File: config.mk
export PLATFORM = sky130hd
export DESIGN_NAME = isp_top
export DESIGN_NICKNAME = d
export VERILOG_FILES = /design/src/hdl/isp_pin_detect.v /design/src/hdl/isp_top.v
export VERILOG_INCLUDE_DIRS = /design/src /design/src/hdl
export SDC_FILE = /design/constraint.sdc
export NUM_CORES = 1
export LEC_CHECK = 0
export ABC_AREA = 1
export BUFFER_PORTS_ARGS = -buffer_cell sky130_fd_sc_hd__buf_2
export CAP_MARGIN = 20
export CELL_PAD_IN_SITES_DETAIL_PLACEMENT = 2
export CELL_PAD_IN_SITES_GLOBAL_PLACEMENT = 2
export CORE_AREA = 2 2 140 210
export CTS_BUF_LIST = sky130_fd_sc_hd__clkbuf_4 sky130_fd_sc_hd__clkbuf_8 sky130_fd_sc_hd__clkbuf_16
export CTS_CLUSTER_SIZE = 24
export DETAILED_ROUTE_END_ITERATION = 7
export DIE_AREA = 0 0 142 212
export PLACE_DENSITY_LB_ADDON = 0.1
export SETUP_SLACK_MARGIN = 0.02
export SLEW_MARGIN = 20
export SYNTH_ARGS = -nofsm -noshare
export SYNTH_HDL_FRONTEND = slang
export SYNTH_SLANG_ARGS = --single-unit
export TNS_END_PERCENT = 10
File: constraint.sdc
create_clock -name ref_clk_in -period 4 [get_ports ref_clk_in]
set_clock_uncertainty 0.15 [all_clocks]
set_input_delay 0.4 -clock ref_clk_in [delete_from_list [all_inputs] [get_ports ref_clk_in]]
set_output_delay 0.4 -clock ref_clk_in [all_outputs]
set_load 0.03 [all_outputs]
File: src/hdl/isp_defines.vh
`ifndef ISP_DEFINES_VH
`define ISP_DEFINES_VH

// ----------------------------------------------------------------
// register byte offsets
// ----------------------------------------------------------------
`define ISP_OFS_SYSCTL      8'h00
`define ISP_OFS_SENSE       8'h04
`define ISP_OFS_ENABLE      8'h08
`define ISP_OFS_FLAGS       8'h0C
`define ISP_OFS_PRI_BASE    8'h10
`define ISP_OFS_PRI_LAST    8'h2C

// ----------------------------------------------------------------
// field positions
// ----------------------------------------------------------------
`define ISP_BIT_NMI_EDGE    0
`define ISP_BIT_CTRL_MODE   1
`define ISP_BIT_NMI_PEND    7
`define ISP_PRI_HI_LSB      4
`define ISP_PRI_LO_LSB      0

// ----------------------------------------------------------------
// reset values
// ----------------------------------------------------------------
`define ISP_RST_SENSE       12'h000
`define ISP_RST_ENABLE      6'h00
`define ISP_RST_FLAGS       6'h00
`define ISP_RST_PRI         3'h7

// ----------------------------------------------------------------
// sense encodings and vectors
// ----------------------------------------------------------------
`define ISP_SENSE_LOW       2'h0
`define ISP_SENSE_FALL      2'h1
`define ISP_SENSE_RISE      2'h2
`define ISP_SENSE_BOTH      2'h3
`define ISP_VEC_NMI         7'h07
`define ISP_VEC_PIN0        7'h10
`define ISP_LVL_NMI         3'h7

`endif

File: src/hdl/isp_pin_detect.v
`include "isp_defines.vh"

module isp_pin_detect (
	input  wire       clk_in,
	input  wire       rst_n_in,
	input  wire       pin_in,
	input  wire [1:0] sense_in,
	output reg        event_out,
	output wire       level_out
);

	reg sync1_ff;
	reg sync2_ff;
	reg prev_ff;

	// ----------------------------------------------------------------
	// synchroniser, idle level high
	// ----------------------------------------------------------------
	always @(posedge clk_in or negedge rst_n_in) begin
		if (!rst_n_in) begin
			sync1_ff <= 1'b1;
			sync2_ff <= 1'b1;
			prev_ff  <= 1'b1;
		end else begin
			sync1_ff <= pin_in; // [RQ21]
			sync2_ff <= sync1_ff; // [RQ21]
			prev_ff  <= sync2_ff;
		end
	end

	assign level_out = sync2_ff;

	// ----------------------------------------------------------------
	// sense decode, edges judged on synced copies only
	// ----------------------------------------------------------------
	always @* begin
		case (sense_in) // [RQ17]
			`ISP_SENSE_LOW:  event_out = ~sync2_ff; // [RQ5]
			`ISP_SENSE_FALL: event_out = prev_ff & ~sync2_ff; // [RQ5]
			`ISP_SENSE_RISE: event_out = ~prev_ff & sync2_ff; // [RQ5]
			`ISP_SENSE_BOTH: event_out = prev_ff ^ sync2_ff; // [RQ5]
			default:         event_out = 1'b0;
		endcase
	end

endmodule

File: src/hdl/isp_top.v
// Overview of operation
// (RQ1) one nonmaskable plus six maskable pin inputs
// (RQ2) any pin event raises the wake output
// (RQ3) nonmaskable request wins, ignores every mask
// (RQ4) control bit picks nonmaskable rising or falling
// (RQ5) per pin: low, falling, rising, both edges
// (RQ6) pin request forwarded only while enabled
// (RQ7) each pin has sticky flag, cleared by 0
// (RQ8) detection ignores the pin's port direction
// (RQ9) peripheral request needs flag and enable both
// (RQ10) peripheral transfer start ignores all masks
// (RQ11) three-bit priority field per module
// (RQ12) default order: lower vector number wins
// (RQ13) equal levels fall back to vector order
// (RQ14) sources inside a module keep fixed order
// (RQ15) vector address is vector number times four
// (RQ16) vectors 22, 23, 103 never produced; pins 16-21
// (RQ17) sense codes 00 low, 01 fall, 10 rise, 11 both
// (RQ18) flag clear needs read of 1 first
// (RQ19) acceptance clears edge flags; level only if high
// (RQ20) eight-level mode needs level above mask
// (RQ21) pins pass two flip-flops before detection
// (RQ22) reset: all zero, priorities at default
//
// The implementer's own choices: the address map and the Avalon-MM slave port.
`include "isp_defines.vh"

module isp_top #(
	parameter NUM_PER = 10,
	parameter [7*NUM_PER-1:0] PER_VEC = {7'h24, 7'h23, 7'h22, 7'h21, 7'h20,
	                                     7'h1D, 7'h1C, 7'h1B, 7'h19, 7'h18},
	parameter [4*NUM_PER-1:0] PER_FLD = {4'hA, 4'hA, 4'hA, 4'hA, 4'hA,
	                                     4'h9, 4'h9, 4'h8, 4'h6, 4'h5}
) (
	input  wire                 ref_clk_in,
	input  wire                 rstn_in,
	input  wire [7:0]           avs_address_in,
	input  wire                 avs_read_in,
	input  wire                 avs_write_in,
	input  wire [31:0]          avs_writedata_in,
	input  wire [3:0]           avs_byteenable_in,
	output reg  [31:0]          avs_readdata_out,
	output reg                  avs_waitrequest_out,
	input  wire                 nmi_pin_in,
	input  wire [5:0]           ext_request_n_in,
	input  wire [NUM_PER-1:0]   per_flag_in,
	input  wire [NUM_PER-1:0]   per_enable_in,
	input  wire                 core_mask_bit_in,
	input  wire [2:0]           core_mask_level_in,
	input  wire                 accept_in,
	input  wire [6:0]           accept_vector_in,
	output reg                  irq_request_out,
	output reg                  irq_nmi_out,
	output reg  [15:0]          irq_vector_addr_out,
	output reg  [2:0]           irq_level_out,
	output reg  [NUM_PER-1:0]   transfer_start_out,
	output reg                  wake_out
);

	localparam NC       = 6 + NUM_PER;
	localparam NFLD     = 16;
	localparam [23:0] PIN_FLD = {4'h3, 4'h3, 4'h2, 4'h2, 4'h1, 4'h0};
	localparam [41:0] PIN_VEC = {7'h15, 7'h14, 7'h13, 7'h12, 7'h11, 7'h10};

	// ----------------------------------------------------------------
	// reset release
	// ----------------------------------------------------------------
	reg rst_s1_ff;
	reg rst_s2_ff;
	wire rst_n;

	always @(posedge ref_clk_in or negedge rstn_in) begin
		if (!rstn_in) begin
			rst_s1_ff <= 1'b0;
			rst_s2_ff <= 1'b0;
		end else begin
			rst_s1_ff <= 1'b1;
			rst_s2_ff <= rst_s1_ff;
		end
	end

	assign rst_n = rst_s2_ff;

	// ----------------------------------------------------------------
	// software-visible state
	// ----------------------------------------------------------------
	reg        nmi_edge_ff;
	reg        ctrl_mode_ff;
	reg [11:0] pin_sense_config_ff;
	reg [5:0]  pin_request_enable_ff;
	reg [5:0]  pin_request_flags_ff;
	reg [5:0]  read_seen_ff;
	reg        nmi_pend_ff;
	reg [2:0]  pri_fld_ff [0:NFLD-1];

	// ----------------------------------------------------------------
	// pin detection, one instance per pin, nonmaskable at index 6
	// ----------------------------------------------------------------
	wire [6:0] pin_event;
	wire [6:0] pin_level;
	wire [6:0] pin_raw;
	wire [13:0] pin_sense;

	// port direction is not seen here: only the pin level arrives
	assign pin_raw   = {nmi_pin_in, ext_request_n_in}; // [RQ1] [RQ8]
	assign pin_sense = {(nmi_edge_ff ? `ISP_SENSE_RISE : `ISP_SENSE_FALL), // [RQ4]
	                    pin_sense_config_ff};

	genvar gp;
	generate
		for (gp = 0; gp < 7; gp = gp + 1) begin : g_pin
			isp_pin_detect u_det (
				.clk_in    (ref_clk_in),
				.rst_n_in  (rst_n),
				.pin_in    (pin_raw[gp]),
				.sense_in  (pin_sense[2*gp +: 2]),
				.event_out (pin_event[gp]),
				.level_out (pin_level[gp])
			);
		end
	endgenerate

	// ----------------------------------------------------------------
	// bus slave: request seen while waitrequest high, done one edge later
	// ----------------------------------------------------------------
	wire        bus_req;
	wire        bus_done;
	wire        wr_done;
	wire        rd_done;
	wire [5:0]  word_sel;
	wire [15:0] wmask;
	wire [15:0] wdat;
	reg  [31:0] nxt_rdata;
	// one loop index per process: a shared index would retrigger the others
	integer     k;
	integer     kf;
	integer     ka;

	assign bus_req  = avs_read_in | avs_write_in;
	assign bus_done = bus_req & ~avs_waitrequest_out;
	assign wr_done  = bus_done & avs_write_in;
	assign rd_done  = bus_done & avs_read_in;
	assign word_sel = avs_address_in[7:2];
	assign wmask    = {{8{avs_byteenable_in[1]}}, {8{avs_byteenable_in[0]}}};
	assign wdat     = avs_writedata_in[15:0];

	wire sel_sys = (word_sel == `ISP_OFS_SYSCTL >> 2);
	wire sel_sns = (word_sel == `ISP_OFS_SENSE >> 2);
	wire sel_ena = (word_sel == `ISP_OFS_ENABLE >> 2);
	wire sel_flg = (word_sel == `ISP_OFS_FLAGS >> 2);
	wire sel_pri = (avs_address_in >= `ISP_OFS_PRI_BASE) &&
	               (avs_address_in <= `ISP_OFS_PRI_LAST);
	wire [2:0] pri_idx = avs_address_in[4:2] - 3'h4;

	always @* begin
		nxt_rdata = 32'h0000_0000;
		if (sel_sys) begin
			nxt_rdata[`ISP_BIT_NMI_EDGE]  = nmi_edge_ff;
			nxt_rdata[`ISP_BIT_CTRL_MODE] = ctrl_mode_ff;
			nxt_rdata[`ISP_BIT_NMI_PEND]  = nmi_pend_ff;
		end else if (sel_sns) begin
			nxt_rdata[11:0] = pin_sense_config_ff;
		end else if (sel_ena) begin
			nxt_rdata[5:0] = pin_request_enable_ff;
		end else if (sel_flg) begin
			nxt_rdata[5:0] = pin_request_flags_ff;
		end else if (sel_pri) begin
			nxt_rdata[6:4] = pri_fld_ff[{pri_idx, 1'b0}];
			nxt_rdata[2:0] = pri_fld_ff[{pri_idx, 1'b1}];
		end
		// unmapped words read as zero, writes dropped
	end

	always @(posedge ref_clk_in or negedge rst_n) begin
		if (!rst_n) begin
			avs_waitrequest_out <= 1'b1;
			avs_readdata_out    <= 32'h0000_0000;
		end else begin
			if (bus_req && avs_waitrequest_out) begin
				avs_waitrequest_out <= 1'b0;
				avs_readdata_out    <= nxt_rdata;
			end else begin
				avs_waitrequest_out <= 1'b1;
			end
		end
	end

	// ----------------------------------------------------------------
	// configuration registers
	// ----------------------------------------------------------------
	always @(posedge ref_clk_in or negedge rst_n) begin
		if (!rst_n) begin
			nmi_edge_ff           <= 1'b0; // [RQ22]
			ctrl_mode_ff          <= 1'b0; // [RQ22]
			pin_sense_config_ff   <= `ISP_RST_SENSE; // [RQ22]
			pin_request_enable_ff <= `ISP_RST_ENABLE; // [RQ22]
			for (k = 0; k < NFLD; k = k + 1) begin
				pri_fld_ff[k] <= `ISP_RST_PRI; // [RQ22]
			end
		end else if (wr_done) begin
			if (sel_sys && avs_byteenable_in[0]) begin
				nmi_edge_ff  <= wdat[`ISP_BIT_NMI_EDGE]; // [RQ4]
				ctrl_mode_ff <= wdat[`ISP_BIT_CTRL_MODE];
			end
			if (sel_sns) begin
				pin_sense_config_ff <= (pin_sense_config_ff & ~wmask[11:0]) |
				                       (wdat[11:0] & wmask[11:0]); // [RQ5]
			end
			if (sel_ena && avs_byteenable_in[0]) begin
				pin_request_enable_ff <= wdat[5:0]; // [RQ6]
			end
			if (sel_pri && avs_byteenable_in[0]) begin
				pri_fld_ff[{pri_idx, 1'b0}] <= wdat[6:4]; // [RQ11]
				pri_fld_ff[{pri_idx, 1'b1}] <= wdat[2:0]; // [RQ11]
			end
		end
	end

	// ----------------------------------------------------------------
	// pin flags: set wins over software and acceptance clears
	// ----------------------------------------------------------------
	reg  [5:0] nxt_flags;
	reg  [5:0] nxt_seen;
	reg  [5:0] sw_clr;
	reg  [5:0] acc_clr;
	reg        nxt_nmi_pend;

	always @* begin
		sw_clr  = 6'h00;
		acc_clr = 6'h00;
		nxt_seen = read_seen_ff;
		if (rd_done && sel_flg) begin
			nxt_seen = read_seen_ff | avs_readdata_out[5:0]; // [RQ18]
		end
		if (wr_done && sel_flg && avs_byteenable_in[0]) begin
			// a 0 write clears only a flag that was read as 1
			sw_clr   = read_seen_ff & ~wdat[5:0]; // [RQ7] [RQ18]
			nxt_seen = 6'h00;
		end
		for (kf = 0; kf < 6; kf = kf + 1) begin
			if (accept_in && (accept_vector_in == PIN_VEC[7*kf +: 7])) begin
				if (pin_sense_config_ff[2*kf +: 2] != `ISP_SENSE_LOW) begin
					acc_clr[kf] = 1'b1; // [RQ19]
				end else begin
					acc_clr[kf] = pin_level[kf]; // [RQ19]
				end
			end
		end
		nxt_flags = (pin_request_flags_ff & ~(sw_clr | acc_clr)) |
		            pin_event[5:0]; // [RQ7]
		nxt_nmi_pend = (nmi_pend_ff &
		                ~(accept_in && (accept_vector_in == `ISP_VEC_NMI))) |
		               pin_event[6];
	end

	always @(posedge ref_clk_in or negedge rst_n) begin
		if (!rst_n) begin
			pin_request_flags_ff <= `ISP_RST_FLAGS; // [RQ22]
			read_seen_ff         <= 6'h00;
			nmi_pend_ff          <= 1'b0;
		end else begin
			pin_request_flags_ff <= nxt_flags;
			read_seen_ff         <= nxt_seen & nxt_flags;
			nmi_pend_ff          <= nxt_nmi_pend;
		end
	end

	// ----------------------------------------------------------------
	// candidate table in ascending vector order
	// ----------------------------------------------------------------
	wire [NC-1:0]   cand_req;
	wire [3*NC-1:0] cand_lvl;
	wire [7*NC-1:0] cand_vec;

	genvar gc;
	generate
		for (gc = 0; gc < NC; gc = gc + 1) begin : g_cand
			if (gc < 6) begin : g_pinc
				assign cand_req[gc] = pin_request_flags_ff[gc] &
				                      pin_request_enable_ff[gc]; // [RQ6]
				assign cand_lvl[3*gc +: 3] = pri_fld_ff[PIN_FLD[4*gc +: 4]]; // [RQ11]
				assign cand_vec[7*gc +: 7] = PIN_VEC[7*gc +: 7]; // [RQ16]
			end else begin : g_perc
				assign cand_req[gc] = per_flag_in[gc-6] & per_enable_in[gc-6]; // [RQ9]
				assign cand_lvl[3*gc +: 3] = pri_fld_ff[PER_FLD[4*(gc-6) +: 4]]; // [RQ11]
				assign cand_vec[7*gc +: 7] = PER_VEC[7*(gc-6) +: 7];
			end
		end
	endgenerate

	// ----------------------------------------------------------------
	// arbitration: strict greater keeps the lower vector on a tie
	// ----------------------------------------------------------------
	reg       found;
	reg [2:0] best_lvl;
	reg [6:0] best_vec;
	reg [2:0] eff_lvl;
	reg       accept;
	reg [6:0] out_vec;
	reg [2:0] out_lvl;

	always @* begin
		found    = 1'b0;
		best_lvl = 3'h0;
		best_vec = 7'h00;
		eff_lvl  = 3'h0;
		for (ka = 0; ka < NC; ka = ka + 1) begin
			// control mode 0 flattens levels so only vector order counts
			eff_lvl = ctrl_mode_ff ? cand_lvl[3*ka +: 3] : 3'h0;
			if (cand_req[ka] && (!found || (eff_lvl > best_lvl))) begin // [RQ12] [RQ13] [RQ14]
				found    = 1'b1;
				best_lvl = eff_lvl;
				best_vec = cand_vec[7*ka +: 7];
			end
		end
		if (nmi_pend_ff) begin
			accept  = 1'b1; // [RQ3]
			out_vec = `ISP_VEC_NMI; // [RQ3]
			out_lvl = `ISP_LVL_NMI;
		end else begin
			out_vec = best_vec;
			out_lvl = best_lvl;
			if (ctrl_mode_ff) begin
				accept = found && (best_lvl > core_mask_level_in); // [RQ20]
			end else begin
				accept = found && !core_mask_bit_in;
			end
		end
	end

	// ----------------------------------------------------------------
	// registered outputs to the core and the transfer controller
	// ----------------------------------------------------------------
	always @(posedge ref_clk_in or negedge rst_n) begin
		if (!rst_n) begin
			irq_request_out     <= 1'b0;
			irq_nmi_out         <= 1'b0;
			irq_vector_addr_out <= 16'h0000;
			irq_level_out       <= 3'h0;
			transfer_start_out  <= {NUM_PER{1'b0}};
			wake_out            <= 1'b0;
		end else begin
			irq_request_out     <= accept;
			irq_nmi_out         <= nmi_pend_ff; // [RQ3]
			irq_vector_addr_out <= accept ? {7'h00, out_vec, 2'b00} : 16'h0000; // [RQ15]
			irq_level_out       <= accept ? out_lvl : 3'h0;
			// no mask term here: transfers start on flag and enable alone
			transfer_start_out  <= per_flag_in & per_enable_in; // [RQ10]
			wake_out            <= nmi_pend_ff | (|pin_request_flags_ff); // [RQ2]
		end
	end

endmodule

==> results.sh <==
export IMPL_outcome="complete, but fails checks"
export IMPL_violations="negative setup slack"
export IMPL_syn_to_final_growth_pct=50.99
export IMPL_wl_met2_mm=21.27
export IMPL_grt_use_total=0.2215
export IMPL_antenna_found_initial=1
export IMPL_finalSetupViolCount=10
export IMPL_gr_total_overflow=0
export IMPL_worstReg2RegStart="pin_request_flags_ff[0]$_DFF_PN0_"
export IMPL_synthCells=1036
export IMPL_routed_wl_met3_um=859
export IMPL_wire_per_inst_um=21.05
export IMPL_grt_max_degree=65
export IMPL_drt_iter0_markers=201
export IMPL_drcViolationCount=0
export IMPL_syn_area_um2=8378
export IMPL_clkTransAtPathRegs_ps=70
export IMPL_min_from="per_enable_in[7]"
export IMPL_reg2reg_slack_ps=-13080
export IMPL_max_freq_mhz=58.54
export IMPL_slew_viol_final=0
export IMPL_max_cap_viol_count=0
export IMPL_rsz0062_at_grt="true"
export IMPL_vias=8707
export IMPL_finalPower_w=0.005103
export IMPL_drt_total_wl_mm=36.71
export IMPL_drive_above_1_share=0.4720
export IMPL_die_h_um=212
export IMPL_initial_core_util=0.2947
export IMPL_ys_warn_count=0
export IMPL_cts_max_path_buffers=2
export IMPL_cp_arrival_ps=17230
export IMPL_slowest_stage="dfrtp_1"
export IMPL_rr_worst_depth=145
export IMPL_dieArea_um2=30100
export IMPL_worst_setup_path_type="flip-flop to flip-flop"
export IMPL_nets=1526
export IMPL_grt_pass1_wl_mm=50.84
export IMPL_grt_pass1_vias=9397
export IMPL_ant_nets=0
export IMPL_p_leak_nw=6.121
export IMPL_power_frac_clock=0.340
export IMPL_worst_pin_slew_ps=868.3
export IMPL_syn_area_per_cell_um2=8.087
export IMPL_cts_tree="yes"
export IMPL_ios=152
export IMPL_die_x_um=142
export IMPL_path_common_cell="nand2_2"
export IMPL_met1_length_mm=12.90
export IMPL_tns_ps=-130330
export IMPL_core_um2=28430
export IMPL_crit_start="pin_request_flags_ff[0]$_DFF_PN0_"
export IMPL_dr_pass1_iters=4
export IMPL_layout_setup_ws_ps=-13080
export IMPL_highest_layer="met4"
export IMPL_synthDistinctLibCells=47
export IMPL_required_ps=4150
export IMPL_finalCritPeriodShare=4.271
export IMPL_p_int_w=0.003326
export IMPL_async_reset_ff_frac=1.000
export IMPL_netSwitchingFraction=0.3483
export IMPL_critical_path_max_stage_delay_ps=370
export IMPL_hold_ws_ps=53.11
export IMPL_rows=76
export IMPL_path_max_fanout=7
export IMPL_synth_edf_count=0
export IMPL_p_sw_w=0.001777
export IMPL_finalCriticalPeriod_ps=17080
export IMPL_yosysSeqAreaShare=0.4256
export IMPL_portBuffers=99
export IMPL_design_area_um2=12650
export IMPL_cts_root_buf="clkbuf_16"
export IMPL_r2r_end="irq_vector_addr_out[4]$_DFF_PN0_"
export IMPL_relSlewSlack=0.4211
export IMPL_ys_ff_latch=139
export IMPL_numCtsBuffers=17
export IMPL_placedInstanceArea_um2=10580
export IMPL_holdCritPathClass="input port to flip-flop"
export IMPL_start_kind="flip-flop"
export IMPL_hold_viol_final=0
export IMPL_end_kind="flip-flop"
export IMPL_pwr_share_seq=0.308
export IMPL_viasPerCell=4.993
export IMPL_power_frac_comb=0.352
export IMPL_gp_congestion=0.8230
export IMPL_insertion_delay_ps=440
export IMPL_vdd_drop_max_mv=0.2944
export IMPL_cts_htree_levels=4
export IMPL_crit_path_end="irq_vector_addr_out[4]$_DFF_PN0_"
export IMPL_synth_ff_type="dfstp_2"
export IMPL_dp_hpwl_mm=24.36
export IMPL_power_density_nw_per_um2=403.4
export IMPL_clock_sinks=139
worst min path at each step:
stage / endpoint / slack (ps) / cells past startpoint
after CTS: transfer_start_out[3]$_DFF_PN0_ / 50 / 3
after global routing: transfer_start_out[3]$_DFF_PN0_ / 70 / 3
after floorplan: rst_n$_DFF_PN0_ / -50 / 0
after detailed placement: rst_s1_ff$_DFF_PN0_ / 40 / 1
final: transfer_start_out[7]$_DFF_PN0_ / 50 / 3
after global placement: rst_s1_ff$_DFF_PN0_ / 40 / 1
state kept, by name (all words and copies together) (netlist names), 3 cells and up, named ones only:
signal                 cells
cand_lvl                  27
pri_fld_ff                21
avs_readdata_out          12
transfer_start_out        10
g_pin.u_det.level_out      7
g_pin.u_det.prev_ff        7
g_pin.u_det.sync1_ff       7
irq_vector_addr_out        6
pin_request_enable_ff      6
pin_request_flags_ff       6
read_seen_ff               6
irq_level_out              3
logic make-up after synthesis:
family          Yosys count  synth area share
compound gates          238            0.1616
fa+ha+maj                60           0.08961
simple gates            429            0.2321
buf+inv                 168           0.09020
flops                   139            0.4256
other cells               2         0.0008964
cell usage in the layout, fill, tap and decap left out, types with 6 or more instances in the layout:
cell type | netlist | layout
nand3_1 | 53 | 39
o21ai_1 | 1 | 13
buf_2 | 5 | 99
a211oi_1 | 8 | 7
o21ai_0 | 134 | 105
nand2_4 | 8 | 38
ha_4 | 0 | 25
a21oi_1 | 49 | 35
a21oi_2 | 0 | 13
buf_6 | 0 | 7
o211ai_1 | 7 | 7
clkbuf_16 | 0 | 17
nand2_1 | 265 | 199
o21ai_2 | 6 | 19
dfrtp_1 | 69 | 67
nand4_1 | 8 | 8
conb_1 | 2 | 31
inv_1 | 106 | 92
inv_4 | 2 | 7
inv_6 | 0 | 6
dlygate4sd3_1 | 0 | 8
buf_4 | 30 | 232
ha_1 | 60 | 35
inv_2 | 6 | 12
nand3_2 | 5 | 14
o22ai_1 | 10 | 10
nor2_4 | 2 | 6
nor2_1 | 51 | 45
nand2_2 | 16 | 52
dfstp_2 | 70 | 70
worst max-delay path: cells and delay by family (launching register included):
family	cells	cell delay, ps
buffers and inverters	15	1520
AO/OA/AOI/OAI	34	3670
AND/OR/NAND/NOR	80	6760
flip-flops	1	370
adder cells (fa/ha/maj)	16	4480
routing by layer:
layer | global-route usage | vias up
met5 | 0 | -
met1 | 0.2214 | 4383
li1 | - | 4078
met3 | 0.02658 | 75
met4 | 0.09931 | 0
met2 | 0.4466 | 171
timing repair:
item / CTS / global route
hold buffers: 8 / 0
hold endpoints to repair: 9 / 0
buffers inserted: 40 / 31
setup endpoints to repair: 10 / 10
pin swaps: 86 / 133
resized for setup: 66 / 129
gates cloned: 0 / 0
power groups by stage:
stage                     Combinational, W  Sequential, W  Clock (W)
after floorplan                   0.000718        0.00162          0
after global placement             0.00120        0.00159          0
after detailed placement           0.00125        0.00159          0
after CTS                          0.00143        0.00157    0.00176
after global routing               0.00194        0.00158    0.00182
final                              0.00180        0.00157    0.00174
synthesized netlist by cell type (2+ instances only):
library cell / instances / area [µm²]
nand2_4: 8 / 90.09
clkbuf_1: 16 / 60.06
nand3b_1: 3 / 22.52
dfrtp_1: 69 / 1727
o211ai_1: 7 / 52.55
buf_4: 30 / 225.2
o21ai_0: 134 / 670.6
o2111ai_1: 3 / 26.28
nand4_4: 2 / 42.54
a211oi_1: 8 / 60.06
a21oi_1: 49 / 245.2
nor3_1: 6 / 30.03
inv_2: 6 / 22.52
a22oi_1: 2 / 15.01
o22ai_1: 10 / 62.56
dfstp_2: 70 / 1839
a32o_1: 2 / 20.02
a32oi_1: 5 / 43.79
clkinv_1: 2 / 7.510
nand3_1: 53 / 265.3
buf_2: 5 / 25.02
ha_1: 60 / 750.7
nand2_1: 265 / 994.7
inv_4: 2 / 12.51
o211a_1: 4 / 40.04
o21ai_2: 6 / 52.55
nor2_1: 51 / 191.4
inv_1: 106 / 397.9
and2_1: 5 / 31.28
nor2_4: 2 / 22.52
conb_1: 2 / 7.510
a31oi_1: 2 / 12.51
nand3_2: 5 / 50.05
nand4_1: 8 / 50.05
nand2_2: 16 / 100.1
area by class of cell:
type,instances,area (µm²)
fill,3134,15780
multi-input combinational,758,5125
sequential,139,3571
timing repair buffer,347,2416
inverter,116,470.5
clock buffer,19,446.7
tap,351,439.2
clock inverter,13,178.9
antenna,1,2.502
metrics by stage:
stage	worst slack, ps	util	instances
2_1_floorplan	-11440	-	1065
3_3_place_gp	-12420	0.3720	1633
3_5_place_dp	-13220	0.3720	1633
4_1_cts	-12460	0.4192	1713
5_1_grt	-14350	0.4448	1743
6_report	-13080	0.4449	1744
Power figures use the tool's default switching activity.
